$ cat src/hdl/ckmr_pkg.sv
/*
  Constants for the clock, strap-mode and reset control block.
  Assumes one 50 MHz master clock samples every clock and strap input.
*/
package ckmr_pkg;
  // =====================================================
  // master clock and rate limits
  localparam int CLK_FREQ_MHZ = 50;
  localparam int DISP_MAX_MHZ = 33;
  localparam int OP_DISP_RATIO = 2;
  // shortest legal display period in master cycles, rounded up
  localparam int DISP_MIN_PER_CYC = (CLK_FREQ_MHZ + DISP_MAX_MHZ - 1) / DISP_MAX_MHZ;

  // =====================================================
  // strap codes as {hi, mid, lo}
  localparam int STRAP_W = 3;
  localparam logic [STRAP_W-1:0] STRAP_X1 = 3'h0;
  localparam logic [STRAP_W-1:0] STRAP_X2 = 3'h1;
  localparam logic [STRAP_W-1:0] STRAP_X4 = 3'h2;

  // =====================================================
  // multiplier as a shift count
  localparam int SHIFT_W = 2;
  localparam logic [SHIFT_W-1:0] SHIFT_X1 = 2'h0;
  localparam logic [SHIFT_W-1:0] SHIFT_X2 = 2'h1;
  localparam logic [SHIFT_W-1:0] SHIFT_X4 = 2'h2;

  // =====================================================
  // sequencer states, one-hot
  typedef enum logic [3:0] {
    ST_RESET = 4'h1,
    ST_MEASURE = 4'h2,
    ST_RUN = 4'h4,
    ST_HALT = 4'h8
  } ckmr_state_e;
endpackage

$ cat src/hdl/ckmr_edge_meas.sv
/*
  Synchroniser, rising-edge detector and period counter for one clock input.
  Assumes the input toggles slower than half the master clock rate.
*/
module ckmr_edge_meas
  import ckmr_pkg::*;
#(
  parameter int CNT_W = 16
)
(
  input wire logic CLOCK, // master clock
  input wire logic SRST, // synchronous reset, high
  input wire logic SIG_IN, // raw clock input
  output logic LEVEL, // synchronised level
  output logic RISE, // one-cycle pulse on rising edge
  output logic [CNT_W-1:0] PERIOD, // last period in master cycles
  output logic VALID // two edges seen, period usable
);
  logic sync1_r;
  logic sync2_r;
  logic last_r;
  logic seen_r;
  logic [CNT_W-1:0] cnt_r;
  logic rise_w;

  // elaboration-time refusal of unusable widths
  if (CNT_W < 4)
  begin : g_cnt_w_check
    $error("ckmr_edge_meas: CNT_W too small");
  end

  // =====================================================
  // two-flop synchroniser, edge taken after second stage
  always_ff @(posedge CLOCK)
  begin
    if (SRST)
    begin
      sync1_r <= 1'b0;
      sync2_r <= 1'b0;
      last_r <= 1'b0;
    end
    else
    begin
      sync1_r <= SIG_IN;
      sync2_r <= sync1_r;
      last_r <= sync2_r;
    end
  end

  assign rise_w = sync2_r & ~last_r;

  always_ff @(posedge CLOCK)
  begin
    if (SRST)
      RISE <= 1'b0;
    else
      RISE <= rise_w;
  end

  assign LEVEL = last_r;

  // =====================================================
  // period counter, saturating
  always_ff @(posedge CLOCK)
  begin
    if (SRST)
    begin
      cnt_r <= '0;
      PERIOD <= '0;
      seen_r <= 1'b0;
      VALID <= 1'b0;
    end
    else if (rise_w)
    begin
      cnt_r <= CNT_W'(1);
      PERIOD <= cnt_r;
      seen_r <= 1'b1;
      VALID <= seen_r;
    end
    else if (cnt_r != '1)
      cnt_r <= cnt_r + CNT_W'(1);
  end
endmodule

$ cat src/hdl/ckmr_top.sv
/*
  Clock, strap-mode and reset control: latches the mode straps, rebuilds the
  operating clock at x1/x2/x4 of the system clock input with 50% duty, forwards
  the display clock and releases core and display resets.
  Assumes all inputs are sampled by the 50 MHz master clock.
*/
// Overview of operation
// straps captured during reset, frozen after release until next reset
// straps all low: operating clock equals system clock input frequency
// only lowest strap high: operating clock twice the input frequency
// only middle strap high: four times; other codes prohibited, block halts
// operating clock derived from system input at chosen multiple, 50% duty
// board supplies system clock and independent display clock on two inputs
// core and graphics memory timing run from the operating clock
// dot clock, pixel output and sync timing run from the display clock
// operating clock at least twice display clock; display at most 33 MHz
// low reset input holds hardware reset, pins and registers initialised
// display and operating domains asynchronous; crossings are synchronised
module ckmr_top
  import ckmr_pkg::*;
#(
  parameter int CNT_W = 16
)
(
  input wire logic CLOCK, // 50 MHz master clock
  input wire logic SRST, // synchronous reset, high
  input wire logic RESET_N, // hardware reset pin, low
  input wire logic STRAP_SEL_LO, // mode strap, low bit
  input wire logic STRAP_SEL_MID, // mode strap, middle bit
  input wire logic STRAP_SEL_HI, // mode strap, high bit
  input wire logic SYS_CLK_IN, // system base clock input
  input wire logic DISP_CLK_IN, // display clock input
  output logic OP_CLK, // rebuilt operating clock level
  output logic OP_CLK_EN, // pulse per operating clock rise
  output logic DOT_CLK, // display dot clock level
  output logic DOT_CLK_EN, // pulse per display clock rise
  output logic CORE_RST, // core and memory logic reset
  output logic DISP_RST, // display logic reset
  output logic PIN_INIT, // pins forced to initial state
  output logic [SHIFT_W-1:0] MULT_SEL, // latched multiplier shift
  output logic STRAP_ERR, // prohibited strap code latched
  output logic CLK_LOCK, // operating clock running
  output logic RATE_ERR // clock ratio or display rate out of range
);
  logic hw_rst;
  logic [STRAP_W-1:0] strap_r;
  logic [SHIFT_W-1:0] shift_nxt;
  logic strap_bad;
  ckmr_state_e state_r;
  ckmr_state_e state_nxt;
  logic sys_rise;
  logic sys_valid;
  logic [CNT_W-1:0] sys_period;
  logic disp_level;
  logic disp_rise;
  logic disp_valid;
  logic [CNT_W-1:0] disp_period;
  logic [CNT_W-1:0] half_raw;
  logic [CNT_W-1:0] half_per;
  logic [CNT_W-1:0] ph_cnt_r;
  logic op_clk_r;
  logic op_go_r;
  logic [1:0] disp_rst_r;
  logic [CNT_W+1:0] op_per_x;

  // elaboration-time refusal of unusable widths
  if (CNT_W < 4 || CNT_W > 30)
  begin : g_cnt_w_check
    $error("ckmr_top: CNT_W out of range");
  end

  assign hw_rst = SRST | ~RESET_N;

  // =====================================================
  // strap capture
  always_ff @(posedge CLOCK)
  begin
    if (hw_rst)
      strap_r <= {STRAP_SEL_HI, STRAP_SEL_MID, STRAP_SEL_LO};
  end

  always_comb
  begin
    shift_nxt = SHIFT_X1;
    strap_bad = 1'b0;
    case (strap_r)
      STRAP_X1: shift_nxt = SHIFT_X1;
      STRAP_X2: shift_nxt = SHIFT_X2;
      STRAP_X4: shift_nxt = SHIFT_X4;
      default: strap_bad = 1'b1;
    endcase
  end

  always_ff @(posedge CLOCK)
  begin
    if (hw_rst)
    begin
      MULT_SEL <= SHIFT_X1;
      STRAP_ERR <= 1'b0;
    end
    else if (state_r == ST_RESET)
    begin
      MULT_SEL <= shift_nxt;
      STRAP_ERR <= strap_bad;
    end
  end

  // =====================================================
  // input clock measurement
  ckmr_edge_meas #(.CNT_W(CNT_W)) u_sys_meas (
    .CLOCK(CLOCK),
    .SRST(hw_rst),
    .SIG_IN(SYS_CLK_IN),
    .LEVEL(),
    .RISE(sys_rise),
    .PERIOD(sys_period),
    .VALID(sys_valid)
  );

  ckmr_edge_meas #(.CNT_W(CNT_W)) u_disp_meas (
    .CLOCK(CLOCK),
    .SRST(hw_rst),
    .SIG_IN(DISP_CLK_IN),
    .LEVEL(disp_level),
    .RISE(disp_rise),
    .PERIOD(disp_period),
    .VALID(disp_valid)
  );

  // =====================================================
  // sequencer
  always_comb
  begin
    state_nxt = state_r;
    case (state_r)
      ST_RESET: state_nxt = strap_bad ? ST_HALT : ST_MEASURE;
      ST_MEASURE:
        if (sys_valid)
          state_nxt = ST_RUN;
      ST_RUN: state_nxt = ST_RUN;
      ST_HALT: state_nxt = ST_HALT; // prohibited code: wait for reset
      default: state_nxt = ST_RESET;
    endcase
  end

  always_ff @(posedge CLOCK)
  begin
    if (hw_rst)
      state_r <= ST_RESET;
    else
      state_r <= state_nxt;
  end

  // =====================================================
  // operating clock rebuild, half period = input period / (2 * multiple)
  assign half_raw = sys_period >> (MULT_SEL + SHIFT_W'(1));
  assign half_per = (half_raw == '0) ? CNT_W'(1) : half_raw;

  always_ff @(posedge CLOCK)
  begin
    if (hw_rst || state_r != ST_RUN)
    begin
      op_clk_r <= 1'b0;
      op_go_r <= 1'b0;
      ph_cnt_r <= '0;
      OP_CLK_EN <= 1'b0;
    end
    else if (sys_rise)
    begin
      // realign phase to each input rise to stop drift
      op_clk_r <= 1'b1;
      op_go_r <= 1'b1;
      ph_cnt_r <= '0;
      OP_CLK_EN <= ~op_clk_r;
    end
    // stay low until the first input rise, else the first high phase stretches
    else if (op_go_r && ph_cnt_r >= half_per - CNT_W'(1))
    begin
      op_clk_r <= ~op_clk_r;
      ph_cnt_r <= '0;
      OP_CLK_EN <= ~op_clk_r;
    end
    else
    begin
      ph_cnt_r <= ph_cnt_r + CNT_W'(1);
      OP_CLK_EN <= 1'b0;
    end
  end

  assign OP_CLK = op_clk_r;

  // =====================================================
  // display clock forwarding and display reset crossing
  always_ff @(posedge CLOCK)
  begin
    if (hw_rst)
    begin
      DOT_CLK <= 1'b0;
      DOT_CLK_EN <= 1'b0;
    end
    else
    begin
      DOT_CLK <= disp_level;
      DOT_CLK_EN <= disp_rise;
    end
  end

  always_ff @(posedge CLOCK)
  begin
    if (hw_rst)
      disp_rst_r <= 2'h3;
    else if (disp_rise)
      disp_rst_r <= {disp_rst_r[0], CORE_RST};
  end

  assign DISP_RST = disp_rst_r[1];

  // =====================================================
  // core reset, lock and rate checks
  always_ff @(posedge CLOCK)
  begin
    if (hw_rst)
    begin
      CORE_RST <= 1'b1;
      PIN_INIT <= 1'b1;
      CLK_LOCK <= 1'b0;
    end
    else
    begin
      CORE_RST <= (state_nxt != ST_RUN);
      PIN_INIT <= (state_nxt != ST_RUN);
      CLK_LOCK <= (state_nxt == ST_RUN);
    end
  end

  assign op_per_x = {1'b0, half_per, 1'b0} * (CNT_W+2)'(OP_DISP_RATIO);

  always_ff @(posedge CLOCK)
  begin
    if (hw_rst || state_r != ST_RUN || !disp_valid)
      RATE_ERR <= 1'b0;
    else
      RATE_ERR <= (disp_period < CNT_W'(DISP_MIN_PER_CYC))
        || (op_per_x > {2'h0, disp_period});
  end
endmodule

$ cat config.mk
export PLATFORM = sky130hd
export DESIGN_NAME = ckmr_top
export DESIGN_NICKNAME = d
export VERILOG_FILES = /design/src/hdl/ckmr_pkg.sv /design/src/hdl/ckmr_edge_meas.sv /design/src/hdl/ckmr_top.sv
export SDC_FILE = /design/constraint.sdc
export NUM_CORES = 1
export LEC_CHECK = 0
export ABC_AREA = 1
export BUFFER_PORTS_ARGS = -buffer_cell sky130_fd_sc_hd__buf_4
export CORE_AREA = 2 2 138 140
export DETAILED_ROUTE_END_ITERATION = 7
export DIE_AREA = 0 0 140 142
export SLEW_MARGIN = 20
export SYNTH_ARGS = -nofsm -noshare
export SYNTH_HDL_FRONTEND = slang
export SYNTH_SLANG_ARGS = --single-unit
$ cat constraint.sdc
create_clock -name CLOCK -period 3.8 [get_ports CLOCK]
set_input_delay 0.57 -clock CLOCK [delete_from_list [all_inputs] [get_ports CLOCK]]
set_output_delay 0.57 -clock CLOCK [all_outputs]
set_load 0.05 [all_outputs]
**Word-level counts from Yosys, hierarchy flattened**

Index checks and enable logic that the tools add are counted.
W data, S select, Z words.

- Register bits: 112
- Word-level logic and storage cells: 87

- Add/sub/neg operators: 5
- Magnitude comparators: 3
- Equal/unequal tests: 11
- Shift operators: 1
- Mux-type cells: 14
- Bitwise operators: 7
- Reduce and logical (&&, ||, !) cells: 14

Operators by type and width:

| cell | count |
|---|---|
| $add A16 B1 Y16 const B | 3 |
| $ne A16 B16 Y1 const B | 2 |
| $gt A18 B16 Y1 | 1 |
| $ge A16 B16 Y1 | 1 |
| $logic_not A16 Y1 | 1 |
| $lt A16 B2 Y1 const B | 1 |
| $mux W16 | 1 |
| $pmux W4 S4 | 1 |
| $shr A16 B2 Y16 | 1 |
| $sub A16 B1 Y16 const B | 1 |
| $mux W1 | 9 |
| $eq A4 B3 Y1 const B | 2 |
| $mux W4 | 2 |
| $ne A4 B3 Y1 const B | 2 |
| $reduce_bool A2 Y1 | 3 |
| $reduce_or A3 Y1 | 2 |
| $eq A4 B1 Y1 const B | 1 |
| $eq A4 B2 Y1 const B | 1 |
| $eq A4 B4 Y1 const B | 1 |
| $not A1 Y1 | 4 |
| $pmux W2 S2 | 1 |
| $reduce_or A2 Y1 | 2 |
| $eq A3 B1 Y1 const B | 1 |
| $eq A3 B2 Y1 const B | 1 |
| 7 further kinds | 10 |

**Depth between registers and ports, before layout**

- Depth in word-level cells: 9
- Depth in mapped cells: 29

**Cells and area by module**

A second synthesis with hierarchy kept.

- Cell total of the unflattened synthesis: 901
- Area, all modules: 6324.8 um2

Modules (own cells, without submodules):

| module | times used | cells an instance | area each (um2) |
|---|---|---|---|
| ckmr_edge_meas | 2 | 214 | 1596.5 |
| ckmr_top | 1 | 473 | 3131.8 |

**Worst setup path before layout**

Ideal clock, no wire load.

- Path kind: register -> register
- Start point: register MULT_SEL[0]
- End point: register ph_cnt_r[10]
- Library setup time: 0.126 ns
- Data arrival time: 3.844 ns
- Data required time: 3.674 ns
- Slack: -0.171 ns
- Cell stages (with the launch flop): 30
- Period minus slack after synthesis: 3.971 ns
- Cells stage by stage: dfxtp_1 inv_2 nand2_2 nand2_2 buf_6 nand2_1 o21ai_1 nor2_2 nand2_1 nor2_2 nand2_2 nand2_4 inv_1 ha_1 nand2_1 nor3_2 nand2_1 xor2_1 inv_1 ha_1 nand2_1 inv_1 nand3_1 nor3_1 nand3_1 nand3_1 nand2_1 nand3_1 clkbuf_1 nor2_1

- Cells in the longest elaborated chain, start to end: 8

Ends and longest elaborated chain:

| what | line | source |
|---|---|---|
| from (decl) | ckmr_top.sv:40 | `output logic [SHIFT_W-1:0] MULT_SEL,` |
| from (signal assigned) | ckmr_top.sv:103 | `MULT_SEL <= shift_nxt;` |
| $add A2 B1 Y2 (*) | ckmr_top.sv:156 | `assign half_raw = sys_period >> (MULT_SEL + SHIFT_W'(1));` |
| $shr A16 B2 Y16 (*) | ckmr_top.sv:156 |  |
| $logic_not A16 Y1 | ckmr_top.sv:157 | `assign half_per = (half_raw == '0) ? CNT_W'(1) : half_raw;` |
| $mux W16 (*) | ckmr_top.sv:157 |  |
| $sub A16 B1 Y16 (*) | ckmr_top.sv:177 | `else if (op_go_r && ph_cnt_r >= half_per - CNT_W'(1))` |
| $ge A16 B16 Y1 (*) | ckmr_top.sv:177 |  |
| $logic_and A1 B1 Y1 (*) | ckmr_top.sv:177 |  |
| $reduce_or A3 Y1 (no line) (*) | -- |  |
| to (signal assigned) | ckmr_top.sv:185 | `ph_cnt_r <= ph_cnt_r + CNT_W'(1);` |
| to (decl) | ckmr_top.sv:60 | `logic [CNT_W-1:0] ph_cnt_r;` |

Mark *: on every way between the ends. The rest lies on a longest branch, timed or not.
A chain may end at the register's enable or synchronous reset.

**Final worst setup path**

- Start point: register MULT_SEL[0]
- End point: register ph_cnt_r[14]

The elaborated chain is that of the path after synthesis.

==> impl_summary.md <==
Floorplanning
The number of ports placed on the die boundary is 20. The initial core utilization is 0.324. The chip height is 142 um. The floorplan step defined a die boundary enclosing 19,900 um^2. The width of the chip is around 140 um. The total core area is 18,500 um^2. The number of core rows is 50.

Global routing
The number of global-route vias before repair came to 4,680. The met2 capacity usage during global routing is 0.224. The total congestion overflow is 0. The first global-routing pass estimated 22,400 um of wire. The global routing met1 resource utilization is 0.182. The overall global routing resource usage is 0.138.

The initial antenna violation count came to 0. The peak-usage layer in the global routing report is met2. Entering global routing, the biggest net connects 38 pins. The met3 routing resource usage after global routing is 0.0347.

Yosys
The post-synthesis instance total is 826. Counting every net in the synthesized netlist gives roughly 870. Yosys printed 0 warnings.

The count of flip-flops with a built-in enable after synthesis is 3. After synthesis, the share of flip-flops with an asynchronous set or reset is 0. The cell type with the largest total area after synthesis is sky130_fd_sc_hd__dfxtp_1. The number of different library cells used by synthesis comes to 42. In this run the cell area of the synthesized design comes to 5970 um^2.

The sequential area share after synthesis is 0.380. Of the post-synthesis cell area, the dominant cell type holds 0.365. The most used flip-flop cell after synthesis is sky130_fd_sc_hd__dfxtp_1. The register bit count reported by yosys is 112. In this run the mean area of a mapped cell was 7.23 um^2. Ranked by total cell area, the synthesized netlist is headed by sky130_fd_sc_hd__dfxtp_1 (37%), sky130_fd_sc_hd__nand2_1 (9.9%), sky130_fd_sc_hd__inv_1 (9.1%).

STA
Dividing the final minimum period by the clock period gives 0.940. After layout, the worst setup slack is 0.228 ns. The max-slew violation count was 0.

The headroom to the max-slew limit is 0.535. For this run, the top clock speed supported by timing is 280 MHz. The final setup skew is 0.00997 ns. The setup violation total in the final timing report is 0.

The shortest clock period the worst path allows after layout is 3.57 ns. The number of hold violations in the final report is 0. The actual slew at the worst max-slew pin is 0.697 ns.

Route
The per-cell via count in the routed design is between 4 and 5. The total wirelength of the detailed-routed design is about 14,000 um. In the final routed layout, each cell accounts on average for roughly 12 um. For this block, the initial DRC count from the detailed router was approximately 220. The overall via count from detail_route is 5,089.

The detailed-router iteration count before antenna repair is 4. The count of nets left with antenna violations after detail routing is 0. The post-route DRC violation count is 0.

CTS
The number of clock buffers added by TritonCTS is 9. TritonCTS built the clock tree. The root buffer selected by CTS is sky130_fd_sc_hd__clkbuf_16. The number of H-tree levels is 3. The later-pin clock latency in the skew report is between 0.3 and 0.4 ns. The clock edge transition at the registers on the reported setup and hold paths is 0.08 ns. Post-CTS timing repair inserted 0 buffers for setup.

The number of buffers inserted by hold repair at cts is 0. After clock tree synthesis, the repair step resized 0 gates. The clock net sink count is 112.

The worst-case clock buffer depth is 2.

Power and ir drop
The total power density per cell area is 376 nW/um^2. Of the total power, the share spent switching nets is 0.290. The clock share of power is 0.383. The combinational cell fraction of total power is 0.157. Summed over all nets, the switching power comes to 0.754 mW. VDD sags by at most 0.551 mV.

The internal power contribution is 1.85 mW. The share of total power dissipated in sequential elements is 0.461. The analysis attributes to cell leakage a power of 2.90 nW.

Worst setup path
The worst setup path is launched from a flip-flop. Data on the critical path arrives at its endpoint at 3.88 ns. The category of the worst setup path capture point is a flip-flop. On the worst path, the slowest cell contributes a delay of 0.41 ns. The critical path is of the reg2reg type. The most numerous cell type found on the critical path is sky130_fd_sc_hd__nand2_2. The slowest stage of the critical path belongs to the cell sky130_fd_sc_hd__dfxtp_4. For the worst setup path, the data required time is 4.10 ns.

The maximum fanout count along the critical path is 20.

Cells and area
Once layout is complete, the utilization of the core stands at 0.375. In the final layout, the share of cells above drive strength 1 is 0.131. The number of antenna diodes in the final layout is 0. The layout has 1,905 filler cells. The combined area of the multi-input logic cells is 3100 um^2.

The number of cells in the finished layout apart from fillers is around 1,100. Registers take 2280 um^2. Relative to the synthesized area, the layout overhead comes to 15.7%. At the end of the flow, the number of nets in the layout was 897.

Place
Counting tap cells, the placed design contains a total of between 1,000 and 1,500 instances. The final estimated routing congestion in global placement is 0.840. In this run the tool buffered the top-level ports with 19 buffer cells. The pre-CTS setup slack is 0.112 ns. Summed over all nets, the half-perimeter wirelength after detailed placement is 10,200 um.

Outcome
The flow ran to the end, and the final reports show no timing, DRC or antenna violations.

Min path
The path class of the tightest hold or removal check is in2reg.

Job
The count of max-cap constraint violations is 0.
## placed cells by master (no fill, tap or decap), drive strengths merged, types with 3 or more instances in the layout
| master | netlist | layout |
|---|---|---|
| nand4 | 17 | 17 |
| inv | 147 | 150 |
| buf | 12 | 37 |
| ha | 31 | 31 |
| a31oi | 5 | 5 |
| xor2 | 25 | 25 |
| o21ai | 61 | 61 |
| nor4 | 5 | 5 |
| a21oi | 41 | 41 |
| nand3 | 39 | 39 |
| nor2 | 88 | 88 |
| edfxtp | 3 | 3 |
| dfxtp | 109 | 109 |
| nor3 | 23 | 23 |
| xnor2 | 5 | 5 |
| nand2 | 171 | 171 |
| clkinv | 1 | 4 |
| o22ai | 23 | 23 |
| clkbuf | 6 | 12 |
## routing by layer
layer | routed length, um | part of all wire
met2 | 6000 | 0.44
met5 | 0 | 0
met1 | 6810 | 0.50
met3 | 424 | 0.031
met4 | 272 | 0.020
## state kept, by name, summed over array words and instances, names as in the netlist, 2 cells and up
register	cells
state_r	4
disp_rst_r	2
u_sys_meas.PERIOD	16
ph_cnt_r	16
strap_r	3
u_disp_meas.cnt_r	16
u_sys_meas.cnt_r	16
u_disp_meas.PERIOD	16
MULT_SEL	2
## worst max-delay path: cells and delay by family (launching register included)
kind / cells / cell delay [ns]
simple gates: 16 / 1.51
fa+ha+maj: 2 / 0.47
xor+xnor: 1 / 0.14
compound gates: 3 / 0.34
flops: 1 / 0.41
buf+inv: 7 / 0.63
## power groups by stage
stage	clock, mW	combinational (mW)	sequential (mW)
floorplan	0	0.293	1.23
global placement	0	0.384	1.22
detailed placement	0	0.384	1.23
CTS	1.03	0.388	1.20
global route	1.06	0.464	1.20
finish	0.995	0.408	1.20
## worst paths after layout
| check | start | endpoint | slack (ns) | cells past startpoint |
|---|---|---|---|---|
| max | MULT_SEL[0] | ph_cnt_r[14] | 0.23 | 29 |
| min | STRAP_SEL_MID | strap_r[1] | 0.38 | 1 |
| max reg2reg | MULT_SEL[0] | ph_cnt_r[14] | 0.23 | 29 |
| min reg2reg | u_disp_meas.sync1_r | u_disp_meas.sync2_r | 0.41 | 2 |
## cell families (layout without fill, tap and decap cells)
| kind of cell | Yosys count | count (layout) | share of synthesized area |
|---|---|---|---|
| XOR/XNOR | 30 | 30 | 0.0440 |
| buffers and inverters | 166 | 203 | 0.114 |
| flip-flops | 112 | 112 | 0.380 |
| AND/OR/NAND/NOR | 347 | 347 | 0.257 |
| adder cells (fa/ha/maj) | 31 | 31 | 0.0649 |
| AO/OA/AOI/OAI | 140 | 140 | 0.139 |
## stage by stage
step	hold WS (ns)	instance area [um^2]	power, mW	TNS [ns]
finish	0.379	6910	2.60	0
global route	0.366	6910	2.72	-0.708
CTS	0.363	6770	2.62	0
detailed placement	0.401	6450	1.61	0
global placement	0.397	6450	1.61	0
floorplan	0.394	5970	1.52	0
## cell usage after synthesis (all sizes together) (12+ instances only)
| master | number |
|---|---|
| ha | 31 |
| nand4 | 17 |
| nor3 | 23 |
| nand3 | 39 |
| nor2 | 88 |
| o21ai | 61 |
| inv | 147 |
| nand2 | 171 |
| o22ai | 23 |
| a21oi | 41 |
| xor2 | 25 |
| dfxtp | 109 |
| buf | 12 |
## cell type report
class | instances | area share
inverter | 148 | 0.0807
multi-input combinational | 548 | 0.448
clock inverter | 6 | 0.00978
tap | 234 | 0.0424
clock buffer | 10 | 0.0362
sequential | 112 | 0.330
timing repair buffer | 39 | 0.0529
No activity file was read; power rests on OpenSTA's default activity.
